### config.mk
export PLATFORM = sky130hd
export DESIGN_NAME = rtc_alarm_flags_control
export DESIGN_NICKNAME = d
export VERILOG_FILES = /design/src/rtc_flags_pkg.sv /design/src/bus_port.sv /design/src/sqw_divider.sv /design/src/rtc_alarm_flags_control.sv
export SDC_FILE = /design/constraint.sdc
export NUM_CORES = 1
export LEC_CHECK = 0
export ABC_AREA = 1
export BUFFER_PORTS_ARGS = -buffer_cell sky130_fd_sc_hd__buf_4
export CAP_MARGIN = 10
export CORE_MARGIN = 1
export CORE_UTILIZATION = 46
export CTS_CLUSTER_SIZE = 28
export DETAILED_ROUTE_END_ITERATION = 10
export PLACE_DENSITY_LB_ADDON = 0.05
export SYNTH_ARGS = -nofsm -noshare
export SYNTH_HDL_FRONTEND = slang
export SYNTH_SLANG_ARGS = --single-unit
### constraint.sdc
create_clock -name core_clk -period 1.5 [get_ports core_clk]
set_input_delay 0.075 -clock core_clk [delete_from_list [all_inputs] [get_ports core_clk]]
set_output_delay 0.075 -clock core_clk [all_outputs]
set_load 0.1 [all_outputs]
### src/rtc_flags_pkg.sv
// constants, field layouts and carrier types of the clock flags and alarm block
// ----------------------------------------------------------------------------
// ----------------------------------------------------------------------------
package rtc_flags_pkg;
  // ----------------------------------------
  // bus and register map
  // ----------------------------------------
  localparam int ADDR_W = 17;
  localparam int DATA_W = 8;
  localparam logic [ADDR_W-1:0] ADDR_FLAGS = 17'h1FFF0;
  localparam logic [ADDR_W-1:0] ADDR_CENTURIES = 17'h1FFF1;
  localparam logic [ADDR_W-1:0] ADDR_ALM_SEC = 17'h1FFF2;
  localparam logic [ADDR_W-1:0] ADDR_ALM_MIN = 17'h1FFF3;
  // ----------------------------------------
  // field positions
  // ----------------------------------------
  localparam int BIT_WDOG = 7;
  localparam int BIT_ALARM = 6;
  localparam int BIT_SUPPLY = 5;
  localparam int BIT_OSC = 4;
  localparam int BIT_CAL = 2;
  localparam int BIT_FREEZE = 1;
  localparam int BIT_CAPTURE = 0;
  localparam int BIT_MASK = 7;
  localparam int BCD_W = 7;
  localparam int CENT_W = 6;
  localparam logic [3:0] BCD_NINE = 4'h9;
  localparam logic [1:0] CENT_TENS_MAX = 2'h3;
  // ----------------------------------------
  // reset values
  // ----------------------------------------
  localparam logic [DATA_W-1:0] ALARM_RESET = 8'h00;
  localparam logic [CENT_W-1:0] CENT_RESET = 6'h00;
  localparam int N_ALARM = 2;
  localparam int ALM_SEC = 0;
  localparam int ALM_MIN = 1;
  // ----------------------------------------
  // timing
  // ----------------------------------------
  localparam int CLK_HZ = 20_000_000;
  localparam int OSC_START_MS = 5;
  localparam int SQW_HZ = 512;
  localparam int OSC_START_CYC = OSC_START_MS * (CLK_HZ / 1000);
  localparam int SQW_HALF_CYC = CLK_HZ / (2 * SQW_HZ);
  localparam int OSC_CNT_W = 17;
  localparam int SQW_CNT_W = 16;
  // ----------------------------------------
  // carrier of one completed bus access
  // ----------------------------------------
  typedef struct packed {
    logic wr;
    logic rd_done;
    logic [ADDR_W-1:0] addr;
    logic [DATA_W-1:0] data;
  } bus_evt_t;
  typedef enum logic {osc_wait, osc_done} osc_state_t;
endpackage : rtc_flags_pkg

### src/bus_port.sv
// end-of-cycle detection for the byte-wide asynchronous memory bus
`timescale 1ns/1ps
module bus_port
  import rtc_flags_pkg::*;
(
  // clock and reset
  input wire logic core_clk,
  input wire logic nrst,
  // memory bus pins
  input wire logic [ADDR_W-1:0] addr,
  input wire logic [DATA_W-1:0] dq_in,
  input wire logic ce_n,
  input wire logic we_n,
  input wire logic oe_n,
  // decoded accesses
  output bus_evt_t evt,
  output logic rd_active
);
  logic wr_now;
  logic wr_prev;
  logic rd_prev;
  logic [ADDR_W-1:0] hold_addr;
  logic [DATA_W-1:0] hold_data;

  assign wr_now = ~ce_n & ~we_n;
  assign rd_active = ~ce_n & we_n & ~oe_n;

  // a write takes effect when the strobe ends, as on a real sram cycle
  always_ff @(posedge core_clk) begin
    if (!nrst) begin
      wr_prev <= 1'b0;
      rd_prev <= 1'b0;
      hold_addr <= '0;
      hold_data <= '0;
    end else begin
      wr_prev <= wr_now;
      rd_prev <= rd_active;
      if (wr_now | rd_active) begin
        hold_addr <= addr;
      end
      if (wr_now) begin
        hold_data <= dq_in;
      end
    end
  end

  assign evt.wr = wr_prev & ~wr_now;
  assign evt.rd_done = rd_prev & ~rd_active;
  assign evt.addr = hold_addr;
  assign evt.data = hold_data;
endmodule : bus_port

### src/sqw_divider.sv
// square wave divider for the calibration output
`timescale 1ns/1ps
module sqw_divider
  import rtc_flags_pkg::*;
#(
  parameter logic [SQW_CNT_W-1:0] HALF_CYCLES = SQW_HALF_CYC[SQW_CNT_W-1:0]
) (
  // clock and reset
  input wire logic core_clk,
  input wire logic nrst,
  // control and wave
  input wire logic run,
  output logic wave
);
  logic [SQW_CNT_W-1:0] count;
  logic half_done;

  assign half_done = (count == HALF_CYCLES - 1'b1);

  // held in phase zero while stopped so each enable starts a clean period
  always_ff @(posedge core_clk) begin
    if (!nrst || !run) begin
      count <= '0;
      wave <= 1'b0;
    end else if (half_done) begin
      count <= '0;
      wave <= ~wave;
    end else begin
      count <= count + 1'b1;
    end
  end
endmodule : sqw_divider

### src/rtc_alarm_flags_control.sv
// flags, alarm match, centuries and interrupt pin logic of the clock block
`timescale 1ns/1ps
module rtc_alarm_flags_control
  import rtc_flags_pkg::*;
#(
  parameter logic [OSC_CNT_W-1:0] OSC_START_CYCLES = OSC_START_CYC[OSC_CNT_W-1:0],
  parameter logic [SQW_CNT_W-1:0] SQW_HALF_CYCLES = SQW_HALF_CYC[SQW_CNT_W-1:0]
) (
  // clock and reset
  input wire logic core_clk,
  input wire logic nrst,
  // memory bus pins
  input wire logic [ADDR_W-1:0] addr,
  input wire logic [DATA_W-1:0] dq_in,
  output logic [DATA_W-1:0] dq_out,
  output logic dq_oe,
  input wire logic ce_n,
  input wire logic we_n,
  input wire logic oe_n,
  // running time from the timekeeping counters
  input wire logic time_tick,
  input wire logic [BCD_W-1:0] cur_seconds,
  input wire logic [BCD_W-1:0] cur_minutes,
  input wire logic upper_fields_match,
  input wire logic century_tick,
  // event sources
  input wire logic watchdog_expire,
  input wire logic supply_low,
  input wire logic osc_running,
  input wire logic osc_flag_retained,
  // interrupt control
  input wire logic alarm_irq_enable,
  input wire logic watchdog_irq_enable,
  input wire logic int_active_high,
  // timekeeping control
  output logic time_freeze,
  output logic time_load,
  output logic time_capture,
  output logic [CENT_W-1:0] centuries_now,
  output logic osc_dead_flag,
  // interrupt pin
  output logic int_out,
  output logic int_oe
);
  // ------------------------------------------------------------------
  // bus access detection
  // ------------------------------------------------------------------
  bus_evt_t evt;
  logic rd_active;

  bus_port bus_port_i (
    .core_clk (core_clk),
    .nrst (nrst),
    .addr (addr),
    .dq_in (dq_in),
    .ce_n (ce_n),
    .we_n (we_n),
    .oe_n (oe_n),
    .evt (evt),
    .rd_active (rd_active)
  );

  // ------------------------------------------------------------------
  // address decode
  // ------------------------------------------------------------------
  wire wr_flags = evt.wr & (evt.addr == ADDR_FLAGS);
  wire wr_cent = evt.wr & (evt.addr == ADDR_CENTURIES);
  wire rd_flags_done = evt.rd_done & (evt.addr == ADDR_FLAGS);
  wire hit_flags = (addr == ADDR_FLAGS);
  wire hit_cent = (addr == ADDR_CENTURIES);
  wire hit_sec = (addr == ADDR_ALM_SEC);
  wire hit_min = (addr == ADDR_ALM_MIN);
  wire hit_any = hit_flags | hit_cent | hit_sec | hit_min;

  // ------------------------------------------------------------------
  // alarm registers and field comparators
  // ------------------------------------------------------------------
  logic [DATA_W-1:0] alarm_reg [N_ALARM];
  logic [N_ALARM-1:0] field_hit;
  logic [BCD_W-1:0] cur_field [N_ALARM];
  logic [ADDR_W-1:0] alarm_addr [N_ALARM];

  assign cur_field[ALM_SEC] = cur_seconds;
  assign cur_field[ALM_MIN] = cur_minutes;
  assign alarm_addr[ALM_SEC] = ADDR_ALM_SEC;
  assign alarm_addr[ALM_MIN] = ADDR_ALM_MIN;

  genvar gi;
  generate
    for (gi = 0; gi < N_ALARM; gi++) begin : g_alarm
      wire wr_this = evt.wr & (evt.addr == alarm_addr[gi]);

      // whole byte is stored: bit 7 mask, bits 6-4 tens, bits 3-0 units
      always_ff @(posedge core_clk) begin
        if (!nrst) begin
          alarm_reg[gi] <= ALARM_RESET;
        end else if (wr_this) begin
          alarm_reg[gi] <= evt.data;
        end
      end

      // a set mask bit removes the field from the match
      assign field_hit[gi] = alarm_reg[gi][BIT_MASK]
                             | (alarm_reg[gi][BCD_W-1:0] == cur_field[gi]);
    end
  endgenerate

  // compared once per counter update so a match raises the flag only once
  wire alarm_event = time_tick & (&field_hit) & upper_fields_match;

  // ------------------------------------------------------------------
  // control bits of the flags register
  // ------------------------------------------------------------------
  logic cal_mode;
  logic freeze;
  logic capture;
  logic freeze_prev;
  logic capture_prev;

  always_ff @(posedge core_clk) begin
    if (!nrst) begin
      cal_mode <= 1'b0;
      freeze <= 1'b0;
      capture <= 1'b0;
    end else if (wr_flags) begin
      cal_mode <= evt.data[BIT_CAL];
      freeze <= evt.data[BIT_FREEZE];
      capture <= evt.data[BIT_CAPTURE];
    end
  end

  always_ff @(posedge core_clk) begin
    if (!nrst) begin
      freeze_prev <= 1'b0;
      capture_prev <= 1'b0;
    end else begin
      freeze_prev <= freeze;
      capture_prev <= capture;
    end
  end

  // only the rising edge of the capture bit snapshots; holding it high
  // keeps the old image, so software must lower it before the next one
  wire capture_edge = capture & ~capture_prev;
  wire load_edge = freeze_prev & ~freeze;

  assign time_freeze = freeze;

  always_ff @(posedge core_clk) begin
    if (!nrst) begin
      time_load <= 1'b0;
      time_capture <= 1'b0;
    end else begin
      time_load <= load_edge;
      time_capture <= capture_edge;
    end
  end

  // ------------------------------------------------------------------
  // sticky event flags
  // ------------------------------------------------------------------
  logic wdog_flag;
  logic alarm_flag;
  logic supply_flag;
  logic supply_prev;

  wire supply_event = supply_low & ~supply_prev;

  // an event in the cycle of the clearing read wins, so none is lost
  wire next_wdog_flag = watchdog_expire | (wdog_flag & ~rd_flags_done);
  wire next_alarm_flag = alarm_event | (alarm_flag & ~rd_flags_done);
  wire next_supply_flag = supply_event | (supply_flag & ~rd_flags_done);

  always_ff @(posedge core_clk) begin
    if (!nrst) begin
      wdog_flag <= 1'b0;
      alarm_flag <= 1'b0;
      supply_flag <= 1'b0;
      supply_prev <= 1'b0;
    end else begin
      wdog_flag <= next_wdog_flag;
      alarm_flag <= next_alarm_flag;
      supply_flag <= next_supply_flag;
      supply_prev <= supply_low;
    end
  end

  // ------------------------------------------------------------------
  // oscillator start check
  // ------------------------------------------------------------------
  osc_state_t osc_state;
  logic [OSC_CNT_W-1:0] osc_count;
  logic osc_flag;

  wire osc_window_end = (osc_state == osc_wait) && (osc_count == OSC_START_CYCLES - 1'b1);
  wire osc_set = osc_window_end & ~osc_running;
  wire osc_clear = wr_flags & ~evt.data[BIT_OSC];

  always_ff @(posedge core_clk) begin
    if (!nrst) begin
      osc_state <= osc_wait;
      osc_count <= '0;
    end else begin
      case (osc_state)
        osc_wait: begin
          osc_count <= osc_count + 1'b1;
          if (osc_window_end) begin
            osc_state <= osc_done;
          end
        end
        osc_done: begin
          osc_count <= osc_count;
        end
        default: begin
          osc_state <= osc_done;
        end
      endcase
    end
  end

  // reset reloads the value kept in the backup domain instead of losing it;
  // the block itself never clears the flag, only a software write of 0 does
  always_ff @(posedge core_clk) begin
    if (!nrst) begin
      osc_flag <= osc_flag_retained;
    end else if (osc_set) begin
      osc_flag <= 1'b1;
    end else if (osc_clear) begin
      osc_flag <= 1'b0;
    end
  end

  assign osc_dead_flag = osc_flag;

  // ------------------------------------------------------------------
  // centuries counter with freeze, load and capture
  // ------------------------------------------------------------------
  logic [CENT_W-1:0] cent_run;
  logic [CENT_W-1:0] cent_written;
  logic [CENT_W-1:0] cent_hold;

  wire [3:0] cent_units = cent_run[3:0];
  wire [1:0] cent_tens = cent_run[CENT_W-1:4];
  wire units_wrap = (cent_units == BCD_NINE);
  wire [3:0] next_units = units_wrap ? 4'h0 : cent_units + 4'h1;
  wire [1:0] next_tens = !units_wrap ? cent_tens
                         : (cent_tens == CENT_TENS_MAX) ? 2'h0 : cent_tens + 2'h1;

  always_ff @(posedge core_clk) begin
    if (!nrst) begin
      cent_written <= CENT_RESET;
    end else if (wr_cent) begin
      cent_written <= evt.data[CENT_W-1:0];
    end
  end

  // counting stops while frozen; leaving the freeze loads the written value
  always_ff @(posedge core_clk) begin
    if (!nrst) begin
      cent_run <= CENT_RESET;
    end else if (load_edge) begin
      cent_run <= cent_written;
    end else if (century_tick && !freeze) begin
      cent_run <= {next_tens, next_units};
    end
  end

  always_ff @(posedge core_clk) begin
    if (!nrst) begin
      cent_hold <= CENT_RESET;
    end else if (capture_edge) begin
      cent_hold <= cent_run;
    end
  end

  assign centuries_now = cent_run;

  // ------------------------------------------------------------------
  // read data
  // ------------------------------------------------------------------
  // a frozen counter shows what software wrote, a captured one the image
  wire [CENT_W-1:0] cent_view = freeze ? cent_written
                              : capture ? cent_hold
                              : cent_run;
  wire [DATA_W-1:0] flags_view = {wdog_flag,
                                  alarm_flag,
                                  supply_flag,
                                  osc_flag,
                                  1'b0,
                                  cal_mode,
                                  freeze,
                                  capture};
  wire [DATA_W-1:0] rd_mux = hit_flags ? flags_view
                           : hit_cent ? {2'b00, cent_view}
                           : hit_sec ? alarm_reg[ALM_SEC]
                           : hit_min ? alarm_reg[ALM_MIN]
                           : 8'h00;

  // read data is registered, so it trails the address by one cycle
  always_ff @(posedge core_clk) begin
    if (!nrst) begin
      dq_out <= 8'h00;
      dq_oe <= 1'b0;
    end else begin
      dq_out <= rd_mux;
      dq_oe <= rd_active & hit_any;
    end
  end

  // ------------------------------------------------------------------
  // interrupt pin
  // ------------------------------------------------------------------
  logic sqw;

  sqw_divider #(
    .HALF_CYCLES (SQW_HALF_CYCLES)
  ) sqw_divider_i (
    .core_clk (core_clk),
    .nrst (nrst),
    .run (cal_mode),
    .wave (sqw)
  );

  // the pin follows the enabled alarm and watchdog flags, so it releases when the flags read clears
  wire irq_level = (alarm_flag & alarm_irq_enable)
                 | (wdog_flag & watchdog_irq_enable);
  // calibration mode overrides the interrupt sources entirely
  wire pin_level = cal_mode ? sqw : irq_level;

  // in reset the pin is released, so an open-drain line rests at its pull-up
  always_ff @(posedge core_clk) begin
    if (!nrst) begin
      int_out <= 1'b0;
      int_oe <= 1'b0;
    end else if (int_active_high) begin
      int_out <= pin_level;
      int_oe <= 1'b1;
    end else begin
      int_out <= 1'b0;
      int_oe <= pin_level;
    end
  end
endmodule : rtc_alarm_flags_control

-- Word level (Yosys, flattened, before mapping)
Memory sizes are Yosys's and may differ from the RTL's.
Index checks and enable logic that the tools add are counted.
- output and inout port bits: 21
- input bits: 54
- bits in writable memories: 16
- memories: 1
- register bits after elaboration: 103
- logic and storage cells: 139
- multiplexer cells: 28
- add/sub/neg operators: 4
- equal/unequal tests: 15
- reductions and logical operators: 13
- bitwise gates (word level): 49
- memory list (memory ; words ; bits a word ; read ports ; clocked after Yosys merged registers in ; write ports ; RTL line ; RTL):
    alarm_reg ; 2 ; 8 ; 2 ; 0 ; 2 ; rtc_alarm_flags_control.sv:78 ; logic [DATA_W-1:0] alarm_reg [N_ALARM];
- operator list (operator ; number):
    $eq 17x17->1 const B ; 9
    $mux 8 ; 6
    $mux 6 ; 4
    $and 1x1->1 ; 23
    $add 17x1->17 const B ; 1
    $mux 17 ; 1
    $add 16x1->16 const B ; 1
    $eq 16x15->1 const B ; 1
    $eq 7x7->1 ; 2
    $mux 1 ; 14
    $not 1->1 ; 14
    $or 1x1->1 ; 12
    $reduce_and 2->1 ; 3
    $add 4x1->4 const B ; 1
    $eq 4x4->1 const B ; 1
    $mux 2 ; 2
    $mux 4 ; 1
    $reduce_bool 2->1 ; 2
    $reduce_or 2->1 ; 2
    $logic_not 1->1 ; 3
    $ne 3x1->1 const B ; 1
    $add 2x1->2 const B ; 1
    $eq 2x2->1 const B ; 1
    $logic_and 1x1->1 ; 2
    $logic_or 1x1->1 ; 1

-- Logic depth before layout (Yosys ltp)
- depth in word-level cells: 9
- mapped depth: 10
- depth with buffers taken out: 10

-- By module
From an unflattened synthesis, not the netlist that was laid out.
- cell total of the unflattened synthesis: 818
- area, all modules: 5756.8 µm²
- modules (own cells, without submodules) (module ; seq. area each (µm²) ; cells each ; times used ; area an instance (µm²)):
    rtc_alarm_flags_control ; 1671.6 ; 524 ; 1 ; 3709.8
    bus_port ; 540.5 ; 157 ; 1 ; 1092.3
    sqw_divider ; 340.3 ; 137 ; 1 ; 954.7

-- Least setup slack after synthesis
No wires, ideal clock.
- path type: register to register
- start point: reg freeze, in the netlist time_freeze
- end point: reg cent_run[3], in the netlist centuries_now[3]
- path slack: -0.499 ns
- data arrival time: 1.929 ns
- library setup time: 0.071 ns
- buffers on the path: 1
- required time: 1.429 ns
- cell stages (with the launch flop): 9
- period minus slack after synthesis: 1.999 ns
- cell sequence: dfxtp_1 -> buf_4 -> inv_4 -> nand2_4 -> inv_4 -> o21ai_1 -> or2_4 -> o211ai_1 -> a21oi_1
- cells in the longest elaborated chain, start to end: 3
- elaborated cells between the ends (all ways): 6
- those cells by class: mux: 1; bitwise: 2; reduce/logical: 3
- ends and longest elaborated chain (element ; RTL line ; RTL):
    start, declared ; rtc_alarm_flags_control.sv:115 ; logic freeze;
    start signal, assigned ; rtc_alarm_flags_control.sv:127 ; freeze <= evt.data[BIT_FREEZE];
    $not 1->1 / $logic_not 1->1 (equally long branches) ; rtc_alarm_flags_control.sv:145, rtc_alarm_flags_control.sv:263 ;
    $and 1x1->1 / $logic_and 1x1->1 (equally long branches) ; rtc_alarm_flags_control.sv:145, rtc_alarm_flags_control.sv:263 ;
    $mux 6 / $reduce_bool 2->1 (equally long branches) ; -- ;
    end signal, assigned ; rtc_alarm_flags_control.sv:262 ; cent_run <= cent_written;
    end signal, assigned ; rtc_alarm_flags_control.sv:264 ; cent_run <= {next_tens, next_units};
    end, declared ; rtc_alarm_flags_control.sv:238 ; logic [CENT_W-1:0] cent_run;
Parallel ways exist; a longest one is shown, timed or not.
A chain may end at the register's enable or synchronous reset.

-- Final worst setup path
- start point: reg osc_count[5]
- end point: reg osc_flag, in the netlist osc_dead_flag (enable)
- cells in the longest elaborated chain, start to end: 4
- ends and longest elaborated chain (element ; RTL line ; RTL):
    start, declared ; rtc_alarm_flags_control.sv:192 ; logic [OSC_CNT_W-1:0] osc_count;
    start signal, assigned ; rtc_alarm_flags_control.sv:206 ; osc_count <= osc_count + 1'b1;
    start signal, assigned ; rtc_alarm_flags_control.sv:212 ; osc_count <= osc_count;
    $eq 17x17->1 ; rtc_alarm_flags_control.sv:195 ; wire osc_window_end = (osc_state == osc_wait) && (osc_count == OSC_START_CYCLES - 1'b1);
    $logic_and 1x1->1 ; rtc_alarm_flags_control.sv:195 ;
    $and 1x1->1 ; rtc_alarm_flags_control.sv:196 ; wire osc_set = osc_window_end & ~osc_running;
    $ne 3x1->1 (no line) ; -- ;
    end signal, assigned ; rtc_alarm_flags_control.sv:225 ; osc_flag <= osc_flag_retained;
    end, declared ; rtc_alarm_flags_control.sv:193 ; logic osc_flag;
No other way between the ends.

==> flow_results.org <==
** Place
- Total of buffers placed on input and output ports :: 74
- The congestion estimate from routability-driven global placement came to 0.8514.
- Once detailed placement completed, the half-perimeter wirelength came to around 10 mm.

** Outcome
- Status :: completed

** Synthesis
- Of the synthesized area, sequential elements account for 0.4502.
- Cell accounting for the most synthesized area :: dfxtp_1
- Fraction of post-synthesis cell area in the top cell type by area :: 0.3602
- The cell count after synthesis came out at about 760.
- Summing every instance area after synthesis gives between 0.005 and 0.006 sq mm.
- Main area contributors after synthesis :: dfxtp_1 (36%), nand2_1 (9.4%), edfxtp_1 (9.0%)
- Net count after synthesis :: between 800 and 900
- The synthesized netlist contains 49 unique library cells.
- The average instance in the mapped netlist occupies approximately 7.5 sq um.
- Flop and latch count out of synthesis :: approximately 120
- Number of warnings issued by yosys :: 0

** Critical path
- In this run the critical register-to-register path is captured at osc_dead_flag$_DFFE_PP_.
- Kind of cell adding the most delay to the critical path :: simple AND/OR/NAND/NOR gates
- The worst setup path is captured at a flop.
- The number of buffers and inverters on the critical path is 0.
- The startpoint identified for the worst register-to-register timing path is osc_count[5]$_SDFFE_PN0N_.
- Type of the worst setup path :: flop to flop
- Worst endpoint required time :: approximately 1600 ps
- For this run, the slowest stage of the critical path takes 340 ps.
- The critical path runs through a total of 4 cells.
- The slowest stage of the critical path belongs to the cell dfxtp_1.
- R2R Setup Slk :: around 54 ps
- Number of cell instances on the worst register-to-register path :: 4
- Crit-path max FO :: 4
- Crit-path cells :: or2_2 -> nor3_2 -> nand4_1 -> nand3_1
- The worst setup path is launched from a flop.
- Data on the critical path arrives at its endpoint at 1570 ps.

** Finish
- From synthesis to final layout, the design area changed by 33.55%.
- Leaving out fill and tap cells, the most frequent cell in the layout is nand2_1.
- The top cell types in the final layout, fill and taps aside, are nand2_1 (134), buf_4 (98), nor2_1 (93).
- Biggest registers after layout :: bus_port_i.hold_addr: 17 flops, osc_count: 17 flops
- After the last flow step, the layout net total stands at around 940.
- Fraction of final layout cells with drive strength greater than 1 :: 0.2410
- The repair_antennas step left the layout with diodes totalling 0.

** Timing
- Highest Clock Rate :: 691.6 MHz
- Transition time at the pin with the least slew margin :: between 400 and 500 ps
- Setup repair after global routing could not meet its margin everywhere.
- Final-report hold violation count :: 0
- Worst slew margin :: 0.7201
- Final sum of negative setup slack :: 0 ps
- Setup violations remaining at the end of the flow were counted as 0.
- Between clock sinks in the finished design, the worst skew comes to around 9 ps.
- The number of slew-limit violations in the final report is 0.
- Of the available clock period, the critical path in the final layout requires 0.9639.
- After layout, the minimum clock period comes to roughly 1400 ps.

** CTS
- CTS clock-pin slew for the worst setup and hold paths :: 50 ps
- Number of sinks on the clock net :: 119
- The H-tree was split into 4 levels.
- Buffers inserted during clock tree synthesis total 17.
- TritonCTS clock tree :: built
- Clock root buffer :: clkbuf_16
- Buffers from clock root to sink, at most :: 2
- Clock network latency to the later pin of the worst-skew pair :: 410 ps

** Run
- Number of maximum-capacitance violations :: 0

** Global route
- For this run, global-route usage on met2 was measured as 0.3988.
- Met1 track demand over resource in global routing :: 0.2968
- Number of global-route vias before repair :: between 5k and 6k
- For this run, global-route usage on met3 was measured as 0.05731.
- Maximum number of pins on one net before global-route repair :: 59
- Across every metal layer, demand over resource in global routing totals 0.2361.
- Global routing finished with a remaining overflow of 0.
- First-pass GRT wire length :: between 20 and 25 mm
- met2 is the most crowded layer.
- The initial antenna violation count is 0.

** Pwr
- Power density over the cells :: ~1100 mW/mm^2
- Summed over all cells, the static leakage comes to 3.261 nW.
- The worst-case IR drop observed on VDD is just over 0.0007 V.
- After layout, the design draws a total of 8.100 mW.

** Drt
- The first routing iteration left between 300 and 400 violations.
- The pre-antenna-repair detailed-routing pass consisted of 5 iterations.
- Detail-routed net length per standard cell :: roughly 14 microns
- For this block, the routed nets add up to 14.42 mm of wire.
- Using the TritonRoute via totals, the vias-per-cell ratio works out to about 5.
- In this run the remaining antenna-violating nets after routing total 0.
- Detailed-route via count :: between 5k and 6k
- DRC Markers :: 0

** Die
- IO Count :: between 70 and 80
- From left edge to right edge, the die measures between 100 and 150 microns.
- The core region is 0.01201 sq mm.
- Number of placement rows :: 40
- Starting density of the core :: 0.4720
- Die area :: around 0.013 sq mm
- The die is between 100 and 150 microns tall.

** Hold path
- Counting instances, the worst hold path has a depth of 3.
- Type of the most critical hold path :: input pin to flop
- The worst hold path terminates at bus_port_i.hold_addr[0]$_SDFFE_PN0P_.
- Launch point of the worst hold path :: addr[0]
==> worst register-to-register path, delay by kind of cell, from the launching register on <==
kind,cells,cell delay [ps]
flip-flops,1,340
AND/OR/NAND/NOR,4,830
==> how the worst max path moves through the flow <==
stage                                               startpoint                                 to  slack [ps]
final                                osc_count[5]$_SDFFE_PN0N_            osc_dead_flag$_DFFE_PP_          50
after global routing      bus_port_i.hold_addr[3]$_SDFFE_PN0P_       cent_written[3]$_SDFFE_PN0P_         -30
after CTS                    sqw_divider_i.count[0]$_SDFF_PP0_  sqw_divider_i.count[8]$_SDFF_PP0_          10
after detailed placement     sqw_divider_i.count[0]$_SDFF_PP0_  sqw_divider_i.count[8]$_SDFF_PP0_          20
after global placement               osc_count[1]$_SDFFE_PN0N_            osc_dead_flag$_DFFE_PP_          60
after floorplan                       time_freeze$_SDFFE_PN0P_      centuries_now[3]$_SDFFE_PN0P_          10
==> metrics by stage <==
| stage | hold slack (ps) | instances | setup WS [ps] | utilization | instance area, sq um |
|---|---|---|---|---|---|
| 3_5_place_dp | 301.7 | 976 | 23.59 | 0.5405 | 6492 |
| 6_report | 18.50 | 1039 | 54.08 | 0.6303 | 7571 |
| 2_1_floorplan | 186.0 | 756 | 9.975 | - | 5683 |
| 3_3_place_gp | 300.3 | 976 | 64.01 | 0.5405 | 6492 |
| 5_1_grt | 14.26 | 1039 | -28.92 | 0.6303 | 7571 |
| 4_1_cts | 1.898 | 1032 | 14.00 | 0.6117 | 7347 |
==> power by group <==
part | total (mW) | internal (mW) | switching, mW
logic | 0.627 | 0.265 | 0.362
registers | 3.39 | 3.32 | 0.0643
clock network | 4.09 | 2.69 | 1.39
total | 8.10 | 6.28 | 1.82
==> kinds of logic (layout without fill, tap and decap cells) <==
| family | count (synthesis) | after routing | share of synthesized area |
|---|---|---|---|
| compound gates | 124 | 124 | 0.1176 |
| simple gates | 373 | 374 | 0.3112 |
| flops | 119 | 119 | 0.4502 |
| buf+inv | 118 | 253 | 0.08386 |
| mux | 2 | 2 | 0.003531 |
| fa+ha+maj | 4 | 4 | 0.008828 |
| xor+xnor | 16 | 16 | 0.02472 |
==> area by class of cell <==
type                       instances  area, sq um
clock buffer                      23        509.2
clock inverter                     8        92.59
fill                            1097         4441
inverter                          97        370.4
multi-input combinational        520         2810
sequential                       119         2579
tap                              147        183.9
timing repair buffer             125         1026
==> layer usage <==
layer  wire length, microns  part of all wire
met1                   6652              0.46
met3                    594             0.041
met4                    165             0.011
met5                      0                 0
met2                   7013              0.49
==> synthesized netlist by cell type, drive strengths merged <==
master	number
edfxtp	17
xor2	5
nand3	59
inv	96
nor4	3
dfxtp	102
o22ai	1
a221oi	1
a2bb2oi	1
and3	1
nand4	16
nor3	30
a22oi	1
nand3b	1
nand2	149
mux2i	2
a31oi	1
o2bb2ai	1
ha	4
o31ai	1
clkinv	1
nor2	106
nand2b	1
xnor2	11
o21ai	54
buf	9
or2	7
o211ai	5
a21oi	58
clkbuf	12
==> repair_timing <==
| action | CTS | global route |
|---|---|---|
| gates cloned | 0 | 1 |
| endpoints found under the setup margin | 8 | 72 |
| hold buffers | 25 | 0 |
| pin swaps | 0 | 19 |
| endpoints found under the hold margin | 27 | 0 |
| gates resized for setup | 1 | 49 |
| buffers inserted | 0 | 6 |
(Power assumes the default switching activity.)
